[src/core/pioc_consts.vh]
// Constants for the port configuration, data and pin-match block.
`ifndef PIOC_CONSTS_VH
`define PIOC_CONSTS_VH

// ****************************************************************
// Register addresses (8-bit special function register space)
// ****************************************************************
`define PIOC_ADDR_PORT2_DATA 8'hA0
`define PIOC_ADDR_PORT1_OUTPUT_DRIVE 8'hA5
`define PIOC_ADDR_PORT2_OUTPUT_DRIVE 8'hA6
`define PIOC_ADDR_PORT3_OUTPUT_DRIVE 8'hAF
`define PIOC_ADDR_PORT3_DATA 8'hB0
`define PIOC_ADDR_PORT2_COMPARE_VALUE 8'hB1
`define PIOC_ADDR_PORT2_COMPARE_SELECT 8'hB2
`define PIOC_ADDR_PORT1_CROSSBAR_BYPASS 8'hD5
`define PIOC_ADDR_PORT2_CROSSBAR_BYPASS 8'hD6
`define PIOC_ADDR_PORT1_COMPARE_VALUE 8'hE1
`define PIOC_ADDR_PORT1_COMPARE_SELECT 8'hE2
`define PIOC_ADDR_PORT1_ANALOG_SELECT 8'hF2
`define PIOC_ADDR_PORT2_ANALOG_SELECT 8'hF3
`define PIOC_ADDR_PORT3_ANALOG_SELECT 8'hF4

// ****************************************************************
// Register pages
// ****************************************************************
`define PIOC_PAGE_0 4'h0
`define PIOC_PAGE_F 4'hF

// ****************************************************************
// Reset values
// ****************************************************************
`define PIOC_RST_DATA 8'hFF
`define PIOC_RST_ANALOG_SELECT 8'hFF
`define PIOC_RST_OUTPUT_DRIVE 8'h00
`define PIOC_RST_CROSSBAR_BYPASS 8'h00
`define PIOC_RST_COMPARE_VALUE 8'hFF
`define PIOC_RST_COMPARE_SELECT 8'h00

// ****************************************************************
// Widths
// ****************************************************************
`define PIOC_PORT_W 8
`define PIOC_SYNC_STAGES 2

`endif

[src/core/pioc_sync.v]
// Two-stage synchroniser for a bank of asynchronous pin levels.
`timescale 1ns/1ps

module pioc_sync (
	// Clock and reset.
	input wire core_clk,
	input wire rst_n,
	// Asynchronous pin levels.
	input wire [7:0] async_in,
	// Levels safe to use in the clock domain.
	output wire [7:0] sync_out
);

	reg [7:0] meta_ff;
	reg [7:0] sync_ff;

	// The first stage feeds only the second, so no logic sees a
	// metastable value.
	always @(posedge core_clk or negedge rst_n) begin
		if (!rst_n) begin
			meta_ff <= 8'h00;
			sync_ff <= 8'h00;
		end else begin
			meta_ff <= async_in;
			sync_ff <= meta_ff;
		end
	end

	assign sync_out = sync_ff;

endmodule // pioc_sync

[src/core/pioc_pad_drive.v]
// Per-pin output driver control for one 8-bit port.
`timescale 1ns/1ps

module pioc_pad_drive (
	// Clock and reset.
	input wire core_clk,
	input wire rst_n,
	// Port configuration.
	input wire [7:0] latch,
	input wire [7:0] analog_select,
	input wire [7:0] output_drive,
	// Pad controls, all registered.
	output reg [7:0] pin_out,
	output reg [7:0] pin_oe,
	output reg [7:0] pullup_en
);

	genvar i;

	// One driver cell per pin; every output is a flip-flop.
	generate
		for (i = 0; i < 8; i = i + 1) begin : g_pin
			always @(posedge core_clk or negedge rst_n) begin
				if (!rst_n) begin
					pin_out[i] <= 1'b1;
					pin_oe[i] <= 1'b0;
					pullup_en[i] <= 1'b1;
				end else begin
					// A latched value drives its level.
					pin_out[i] <= latch[i]; // RULE9
					// Analog pins never drive and ignore the drive
					// mode; open drain floats a high.
					pin_oe[i] <= analog_select[i] &
						(~latch[i] | output_drive[i]); // RULE1 RULE2 RULE3 RULE10
					// Analog pins lose their weak pullup.
					pullup_en[i] <= analog_select[i]; // RULE1
				end
			end
		end
	endgenerate

endmodule // pioc_pad_drive

[src/core/pioc_port_io_config_and_match.v]
// Configuration for three GPIO ports, data latches for ports 2 and 3, and pin-match logic for ports 1 and 2.
//
// Summary of operation
// RULE1: Input-mode 0 makes pin analog; resets to ones.
// RULE2: Output mode ignored while pin is analog.
// RULE3: Output mode 0 open-drain, 1 push-pull; reset 0.
// RULE4: Bypass bit 1 makes crossbar skip pin.
// RULE5: Software bypasses analog and special-function pins.
// RULE6: Masked pins differing from compare raise match.
// RULE7: Select bit 0 excludes pin from comparison.
// RULE8: Compare values reset ones, selects reset zeros.
// RULE9: Written data latch drives pin level.
// RULE10: Open-drain high latch leaves pin floating.
// RULE11: Analog pins read back as zero.
// RULE12: Digital pins read back present level.
// RULE13: Data registers on all pages, bit writable.
// RULE14: Match requests interrupt when enabled; wakes oscillator.
// RULE15: Read-modify-write reads the latch, not pins.
// RULE16: Match is OR of ports, every cycle.
`timescale 1ns/1ps
`include "pioc_consts.vh"

module pioc_port_io_config_and_match (
	// Clock and reset.
	input wire core_clk,
	input wire rst_n,
	// Register port: byte access.
	input wire [7:0] sfr_addr,
	input wire [3:0] sfr_page,
	input wire sfr_wr,
	input wire [7:0] sfr_wdata,
	input wire sfr_rd,
	input wire sfr_rmw,
	// Register port: single-bit write of a data register.
	input wire sfr_bit_wr,
	input wire [2:0] sfr_bit_sel,
	input wire sfr_bit_val,
	// Register port: read answer.
	output reg [7:0] sfr_rdata,
	// Interrupt enable from the extended enable register.
	input wire match_interrupt_enable,
	// Asynchronous pin levels.
	input wire [7:0] port1_pins,
	input wire [7:0] port2_pins,
	input wire [7:0] port3_pins,
	// Port 2 pad controls.
	output wire [7:0] port2_pin_out,
	output wire [7:0] port2_pin_oe,
	output wire [7:0] port2_pullup_en,
	// Port 3 pad controls.
	output wire [7:0] port3_pin_out,
	output wire [7:0] port3_pin_oe,
	output wire [7:0] port3_pullup_en,
	// Port 1 pad configuration and port 1 and port 2 crossbar skips.
	output reg [7:0] port1_digital_en,
	output reg [7:0] port1_push_pull,
	output reg [7:0] port1_pullup_en,
	output reg [7:0] port1_skip,
	output reg [7:0] port2_skip,
	// Match results.
	output reg port_match,
	output reg match_irq,
	output reg osc_wake
);

	// ************************************************************
	// Registers
	// ************************************************************
	reg [7:0] port2_data_ff;
	reg [7:0] port3_data_ff;
	reg [7:0] port1_analog_select_ff;
	reg [7:0] port2_analog_select_ff;
	reg [7:0] port3_analog_select_ff;
	reg [7:0] port1_output_drive_ff;
	reg [7:0] port2_output_drive_ff;
	reg [7:0] port3_output_drive_ff;
	reg [7:0] port1_crossbar_bypass_ff;
	reg [7:0] port2_crossbar_bypass_ff;
	reg [7:0] port1_compare_value_ff;
	reg [7:0] port2_compare_value_ff;
	reg [7:0] port1_compare_select_ff;
	reg [7:0] port2_compare_select_ff;

	wire [7:0] port1_sync;
	wire [7:0] port2_sync;
	wire [7:0] port3_sync;

	reg [7:0] nxt_rdata;
	reg [7:0] bit_mask;
	wire page_f;
	wire page_0;
	wire wr_byte;
	wire [7:0] port1_level;
	wire [7:0] port2_level;
	wire [7:0] port3_level;
	wire port1_miss;
	wire port2_miss;
	wire nxt_match;

	// ************************************************************
	// Pin synchronisers
	// ************************************************************

	// Pins are asynchronous, so each bank passes two flip-flops.
	pioc_sync u_sync_p1 (
		.core_clk(core_clk),
		.rst_n(rst_n),
		.async_in(port1_pins),
		.sync_out(port1_sync)
	);

	pioc_sync u_sync_p2 (
		.core_clk(core_clk),
		.rst_n(rst_n),
		.async_in(port2_pins),
		.sync_out(port2_sync)
	);

	pioc_sync u_sync_p3 (
		.core_clk(core_clk),
		.rst_n(rst_n),
		.async_in(port3_pins),
		.sync_out(port3_sync)
	);

	// Analog pins have their digital receiver off and read as zero.
	assign port1_level = port1_sync & port1_analog_select_ff; // RULE1
	assign port2_level = port2_sync & port2_analog_select_ff; // RULE11 RULE12
	assign port3_level = port3_sync & port3_analog_select_ff; // RULE11 RULE12

	// ************************************************************
	// Address decode
	// ************************************************************

	// Configuration registers live on page F, the port 2 compare
	// registers on page 0; the data registers answer on every page.
	assign page_f = (sfr_page == `PIOC_PAGE_F);
	assign page_0 = (sfr_page == `PIOC_PAGE_0);
	assign wr_byte = sfr_wr & ~sfr_bit_wr;

	// One-hot mask of the bit addressed by a bit write.
	always @* begin
		bit_mask = 8'h00;
		bit_mask[sfr_bit_sel] = 1'b1;
	end

	// ************************************************************
	// Data latches
	// ************************************************************

	// A bit write modifies the latch, never the pin levels, so a
	// pin held low by another driver cannot corrupt its neighbours.
	always @(posedge core_clk or negedge rst_n) begin
		if (!rst_n) begin
			port2_data_ff <= `PIOC_RST_DATA; // RULE13
			port3_data_ff <= `PIOC_RST_DATA; // RULE13
		end else begin
			if (sfr_addr == `PIOC_ADDR_PORT2_DATA) begin
				if (wr_byte) begin
					port2_data_ff <= sfr_wdata; // RULE9 RULE13
				end else if (sfr_bit_wr) begin
					port2_data_ff <= sfr_bit_val ?
						(port2_data_ff | bit_mask) :
						(port2_data_ff & ~bit_mask); // RULE13 RULE15
				end
			end
			if (sfr_addr == `PIOC_ADDR_PORT3_DATA) begin
				if (wr_byte) begin
					port3_data_ff <= sfr_wdata; // RULE9 RULE13
				end else if (sfr_bit_wr) begin
					port3_data_ff <= sfr_bit_val ?
						(port3_data_ff | bit_mask) :
						(port3_data_ff & ~bit_mask); // RULE13 RULE15
				end
			end
		end
	end

	// ************************************************************
	// Configuration registers
	// ************************************************************

	// Byte writes only; these registers are not bit addressable.
	always @(posedge core_clk or negedge rst_n) begin
		if (!rst_n) begin
			port1_analog_select_ff <= `PIOC_RST_ANALOG_SELECT; // RULE1
			port2_analog_select_ff <= `PIOC_RST_ANALOG_SELECT; // RULE1
			port3_analog_select_ff <= `PIOC_RST_ANALOG_SELECT; // RULE1
			port1_output_drive_ff <= `PIOC_RST_OUTPUT_DRIVE; // RULE3
			port2_output_drive_ff <= `PIOC_RST_OUTPUT_DRIVE; // RULE3
			port3_output_drive_ff <= `PIOC_RST_OUTPUT_DRIVE; // RULE3
			port1_crossbar_bypass_ff <= `PIOC_RST_CROSSBAR_BYPASS; // RULE4
			port2_crossbar_bypass_ff <= `PIOC_RST_CROSSBAR_BYPASS; // RULE4
			port1_compare_value_ff <= `PIOC_RST_COMPARE_VALUE; // RULE8
			port2_compare_value_ff <= `PIOC_RST_COMPARE_VALUE; // RULE8
			port1_compare_select_ff <= `PIOC_RST_COMPARE_SELECT; // RULE8
			port2_compare_select_ff <= `PIOC_RST_COMPARE_SELECT; // RULE8
		end else if (wr_byte && page_f) begin
			case (sfr_addr)
			`PIOC_ADDR_PORT1_ANALOG_SELECT: begin
				port1_analog_select_ff <= sfr_wdata;
			end
			`PIOC_ADDR_PORT2_ANALOG_SELECT: begin
				port2_analog_select_ff <= sfr_wdata;
			end
			`PIOC_ADDR_PORT3_ANALOG_SELECT: begin
				port3_analog_select_ff <= sfr_wdata;
			end
			`PIOC_ADDR_PORT1_OUTPUT_DRIVE: begin
				port1_output_drive_ff <= sfr_wdata;
			end
			`PIOC_ADDR_PORT2_OUTPUT_DRIVE: begin
				port2_output_drive_ff <= sfr_wdata;
			end
			`PIOC_ADDR_PORT3_OUTPUT_DRIVE: begin
				port3_output_drive_ff <= sfr_wdata;
			end
			`PIOC_ADDR_PORT1_CROSSBAR_BYPASS: begin
				port1_crossbar_bypass_ff <= sfr_wdata;
			end
			`PIOC_ADDR_PORT2_CROSSBAR_BYPASS: begin
				port2_crossbar_bypass_ff <= sfr_wdata;
			end
			`PIOC_ADDR_PORT1_COMPARE_VALUE: begin
				port1_compare_value_ff <= sfr_wdata;
			end
			`PIOC_ADDR_PORT1_COMPARE_SELECT: begin
				port1_compare_select_ff <= sfr_wdata;
			end
			default: begin
			end
			endcase
		end else if (wr_byte && page_0) begin
			case (sfr_addr)
			`PIOC_ADDR_PORT2_COMPARE_VALUE: begin
				port2_compare_value_ff <= sfr_wdata;
			end
			`PIOC_ADDR_PORT2_COMPARE_SELECT: begin
				port2_compare_select_ff <= sfr_wdata;
			end
			default: begin
			end
			endcase
		end
	end

	// ************************************************************
	// Read path
	// ************************************************************

	// Data registers return pin levels, or the latch during a
	// read-modify-write; unmapped addresses read as zero.
	always @* begin
		nxt_rdata = 8'h00;
		if (sfr_addr == `PIOC_ADDR_PORT2_DATA) begin
			nxt_rdata = sfr_rmw ? port2_data_ff : port2_level; // RULE11 RULE12 RULE15
		end else if (sfr_addr == `PIOC_ADDR_PORT3_DATA) begin
			nxt_rdata = sfr_rmw ? port3_data_ff : port3_level; // RULE11 RULE12 RULE15
		end else if (page_f) begin
			case (sfr_addr)
			`PIOC_ADDR_PORT1_ANALOG_SELECT: begin
				nxt_rdata = port1_analog_select_ff;
			end
			`PIOC_ADDR_PORT2_ANALOG_SELECT: begin
				nxt_rdata = port2_analog_select_ff;
			end
			`PIOC_ADDR_PORT3_ANALOG_SELECT: begin
				nxt_rdata = port3_analog_select_ff;
			end
			`PIOC_ADDR_PORT1_OUTPUT_DRIVE: begin
				nxt_rdata = port1_output_drive_ff;
			end
			`PIOC_ADDR_PORT2_OUTPUT_DRIVE: begin
				nxt_rdata = port2_output_drive_ff;
			end
			`PIOC_ADDR_PORT3_OUTPUT_DRIVE: begin
				nxt_rdata = port3_output_drive_ff;
			end
			`PIOC_ADDR_PORT1_CROSSBAR_BYPASS: begin
				nxt_rdata = port1_crossbar_bypass_ff;
			end
			`PIOC_ADDR_PORT2_CROSSBAR_BYPASS: begin
				nxt_rdata = port2_crossbar_bypass_ff;
			end
			`PIOC_ADDR_PORT1_COMPARE_VALUE: begin
				nxt_rdata = port1_compare_value_ff;
			end
			`PIOC_ADDR_PORT1_COMPARE_SELECT: begin
				nxt_rdata = port1_compare_select_ff;
			end
			default: begin
				nxt_rdata = 8'h00;
			end
			endcase
		end else if (page_0) begin
			case (sfr_addr)
			`PIOC_ADDR_PORT2_COMPARE_VALUE: begin
				nxt_rdata = port2_compare_value_ff;
			end
			`PIOC_ADDR_PORT2_COMPARE_SELECT: begin
				nxt_rdata = port2_compare_select_ff;
			end
			default: begin
				nxt_rdata = 8'h00;
			end
			endcase
		end
	end

	// Read data is registered and holds until the next read.
	always @(posedge core_clk or negedge rst_n) begin
		if (!rst_n) begin
			sfr_rdata <= 8'h00;
		end else if (sfr_rd) begin
			sfr_rdata <= nxt_rdata;
		end
	end

	// ************************************************************
	// Pin match
	// ************************************************************

	// A masked-off pin drops out of both sides of the compare.
	assign port1_miss = |((port1_level ^ port1_compare_value_ff) &
		port1_compare_select_ff); // RULE6 RULE7
	assign port2_miss = |((port2_level ^ port2_compare_value_ff) &
		port2_compare_select_ff); // RULE6 RULE7
	assign nxt_match = port1_miss | port2_miss; // RULE16

	// The match is a level, re-evaluated every cycle; it wakes the
	// oscillator regardless of the interrupt enable.
	always @(posedge core_clk or negedge rst_n) begin
		if (!rst_n) begin
			port_match <= 1'b0;
			match_irq <= 1'b0;
			osc_wake <= 1'b0;
		end else begin
			port_match <= nxt_match; // RULE6 RULE16
			match_irq <= nxt_match & match_interrupt_enable; // RULE14
			osc_wake <= nxt_match; // RULE14
		end
	end

	// ************************************************************
	// Pad and crossbar controls
	// ************************************************************

	// Port 1 has no data latch here; its pad settings leave as flops.
	always @(posedge core_clk or negedge rst_n) begin
		if (!rst_n) begin
			port1_digital_en <= `PIOC_RST_ANALOG_SELECT;
			port1_push_pull <= `PIOC_RST_OUTPUT_DRIVE;
			port1_pullup_en <= `PIOC_RST_ANALOG_SELECT;
			port1_skip <= `PIOC_RST_CROSSBAR_BYPASS;
			port2_skip <= `PIOC_RST_CROSSBAR_BYPASS;
		end else begin
			port1_digital_en <= port1_analog_select_ff; // RULE1
			port1_push_pull <= port1_output_drive_ff &
				port1_analog_select_ff; // RULE2 RULE3
			port1_pullup_en <= port1_analog_select_ff; // RULE1
			port1_skip <= port1_crossbar_bypass_ff; // RULE4
			port2_skip <= port2_crossbar_bypass_ff; // RULE4
		end
	end

	pioc_pad_drive u_pad_p2 (
		.core_clk(core_clk),
		.rst_n(rst_n),
		.latch(port2_data_ff),
		.analog_select(port2_analog_select_ff),
		.output_drive(port2_output_drive_ff),
		.pin_out(port2_pin_out),
		.pin_oe(port2_pin_oe),
		.pullup_en(port2_pullup_en)
	);

	pioc_pad_drive u_pad_p3 (
		.core_clk(core_clk),
		.rst_n(rst_n),
		.latch(port3_data_ff),
		.analog_select(port3_analog_select_ff),
		.output_drive(port3_output_drive_ff),
		.pin_out(port3_pin_out),
		.pin_oe(port3_pin_oe),
		.pullup_en(port3_pullup_en)
	);

endmodule // pioc_port_io_config_and_match

[config.mk]
export PLATFORM = sky130hd
export DESIGN_NAME = pioc_port_io_config_and_match
export DESIGN_NICKNAME = d
export VERILOG_FILES = /design/src/core/pioc_sync.v /design/src/core/pioc_pad_drive.v /design/src/core/pioc_port_io_config_and_match.v
export VERILOG_INCLUDE_DIRS = /design/src /design/src/core
export SDC_FILE = /design/constraint.sdc
export NUM_CORES = 1
export LEC_CHECK = 0
export CORE_UTILIZATION = 57
export CTS_BUF_LIST = sky130_fd_sc_hd__clkbuf_4 sky130_fd_sc_hd__clkbuf_8 sky130_fd_sc_hd__clkbuf_16
export DETAILED_ROUTE_END_ITERATION = 12
export DONT_BUFFER_PORTS = 1
export GPL_TIMING_DRIVEN = 0
export PLACE_DENSITY_LB_ADDON = 0.1
export SYNTH_ARGS = -nofsm -noshare
export SYNTH_HDL_FRONTEND = slang
export SYNTH_HIERARCHICAL = 1
export SYNTH_SLANG_ARGS = --single-unit
[constraint.sdc]
create_clock -name core_clk -period 1.4 [get_ports core_clk]
set_input_delay 0 -clock core_clk [delete_from_list [all_inputs] [get_ports core_clk]]
set_output_delay 0 -clock core_clk [all_outputs]
set_load 0.03 [all_outputs]
==> results_dict.tcl <==
set metrics [dict create \
    run_status "finished, violations left" \
    violations "negative hold slack, negative setup slack" \
    tightest_slew_ns 0.712 \
    layout_common_cells "dfrtp_1, mux2_2, dfstp_2, nand2_1, dlygate4sd3_1" \
    cp-start-kind "flop" \
    start_util 0.586 \
    grt_antenna_before_repair 0 \
    clkLatencyLatePin_ns 0.53 \
    arrival_ns 2.18 \
    grt_first_pass_wirelength_microns 43300 \
    layout_commonest_cell "dfrtp_1" \
    synth_area_per_cell_sq_um 13.0 \
    synth-seq-cells 250 \
    period_needed_ns 1.76 \
    wl_microns 28800 \
    ys_async_sr_fraction 1.00 \
    dp_hpwl_microns 19100 \
    io_buffers 0 \
    syn_area_sq_mm 0.0102 \
    syn_nets 837 \
    io_pins 154 \
    netlist_instances 782 \
    timing.hold.ws_ns -0.828 \
    worstSetupEndpointType "flop" \
    drt-pass1-iter-count 5 \
    drc 0 \
    via_per_inst 6.28 \
    avgRoutedWirePerCell_microns 25.9 \
    rsz0062_at_grt "yes" \
    p_leak_nw 5.17 \
    p_total_mw 14.8 \
    grtUsageTotal 0.322 \
    nets 921 \
    synth_warnings 6 \
    rows 48 \
    path_max_fanout 2 \
    fp.dieW_microns 136 \
    clkSinkCount 250 \
    overflow 0 \
    slew_violations 0 \
    setup_viol 4 \
    yosys_most_used_dff "dfrtp_1" \
    vias 6970 \
    min_path_type "in -> async" \
    synth-edff-count 0 \
    peakVddDrop_v 0.00114 \
    hold_viol_final 250 \
    drive_gt1_frac 0.383 \
    place_congestion 0.935 \
    grt_max_degree 251 \
    antenna_cells 0 \
    cts-htree-levels 1 \
    grt_pass1_vias 7110 \
    clk_pin_slew_ns 0.06 \
    max_cap_violations 0 \
    cts_tree "done" \
    coreArea_sq_mm 0.0174 \
    fin_crit_sh 1.25 \
    finalSetupTns_ns -0.721 \
    setup_slack_ns -0.357 \
    pre_cts_ws_ns -1.01 \
    powerDensity_mw_per_mm2 1230 \
    synthDistinctLibCells 65 \
    cts_buffers 25 \
    worstPathRequired_ns 1.82 \
    area_growth_pct 18.7 \
    dieArea_sq_mm 0.0184 \
    die-height_microns 136 \
    cts_buffer_depth 3 \
    relSlewSlack 0.523 \
    dr.first_iter.drc_count 695 \
    skew_ns 0.0161 \
    synth-seq-area-share 0.627 \
    ant_nets 0 \
    worstSetupPathType "reg -> reg" \
    fmax_ghz 0.569 \
    cts-root-buf "clkbuf_16" \
]
[timing repair]
item | in CTS | in global routing
hold buffers | 41 | 2
gates resized for setup | 10 | 31
buffers inserted | 7 | 7
pin swaps | 3 | 10
setup endpoints to repair | 33 | 47
hold endpoints to repair | 312 | 252
[cell type report]
class	instances	area (sq um)
plain buffers	45	258
clock buffers	35	732
clock inverters	11	123
fillers	1230	5290
inverters	21	78.8
multi-input cells	466	3680
flip-flops and latches	250	6380
well taps	225	282
repair buffers	57	538
[final timing paths]
path	slack [ns]	depth (start not counted)	from	end
setup / recovery	-0.36	6	port2_analog_select_ff[0]	match_irq
max in group asynchronous	1.76	0	rst_n	port1_pullup_en[4]
hold / removal	-0.83	0	rst_n	sfr_rdata[2]
setup reg to reg	-0.36	6	port2_analog_select_ff[0]	match_irq
hold reg to reg	0.35	0	u_sync_p1/meta_ff[0]	u_sync_p1/sync_out[0]
min in group core_clk	0.01	3	sfr_bit_sel[2]	flop
[metal layers]
| layer | wire (microns) | part of all wire | track usage |
|---|---|---|---|
| met1 | 11700 | 0.41 | 0.435 |
| met2 | 14000 | 0.49 | 0.520 |
| met4 | 874 | 0.030 | 0.116 |
| met3 | 2200 | 0.076 | 0.0632 |
| met5 | 0 | 0 | 0 |
[worst max-delay path: stages (launching register included)]
cell and delay [ns]:
dfstp_2 0.55, nand2_2 0.07, xnor2_1 0.12, a22o_1 0.26, a221oi_2 0.27, nand4_1 0.19
and2_1 0.20
[synthesized netlist by cell type, types with 13 or more instances]
cell        n  area, sq um
and2_1     14         87.6
nand3_1    14         70.1
a22oi_1    28          210
clkbuf_1   18         67.6
a21boi_1   16          120
inv_1      21         78.8
dfrtp_1   154         3850
mux2_2    108         1220
dfstp_2    96         2520
xnor2_1    16          140
o21ai_0    27          135
nor2_1     34          128
a21oi_1    13         65.1
nand2_1    70          263
buf_2      13         65.1
[cells by family after synthesis]
kind of cell / count (synthesis) / synth area share
buffers and inverters: 66 / 0.0308
muxes: 116 / 0.128
AOI/OAI and AO/OA: 145 / 0.104
xor gates and xnor gates: 17 / 0.0146
and+or+nand+nor: 188 / 0.0956
DFF: 250 / 0.627
[power breakdown]
| group | switching, mW | leakage [nW] | total [mW] | internal, mW |
|---|---|---|---|---|
| sequential | 0.0901 | 3.01 | 7.44 | 7.35 |
| combinational | 0.318 | 1.75 | 0.516 | 0.198 |
| clock | 2.81 | 0.417 | 6.85 | 4.04 |
[metrics by stage]
| stage | util | cells | cell area, sq um |
|---|---|---|---|
| 6_report | 0.695 | 1110 | 12100 |
| 5_1_grt | 0.695 | 1110 | 12100 |
| 4_1_cts | 0.686 | 1101 | 11900 |
| 3_5_place_dp | 0.607 | 1007 | 10500 |
| 3_3_place_gp | 0.607 | 1007 | 10500 |
| 2_1_floorplan | - | 782 | 10300 |
(Power assumes the default switching activity.)
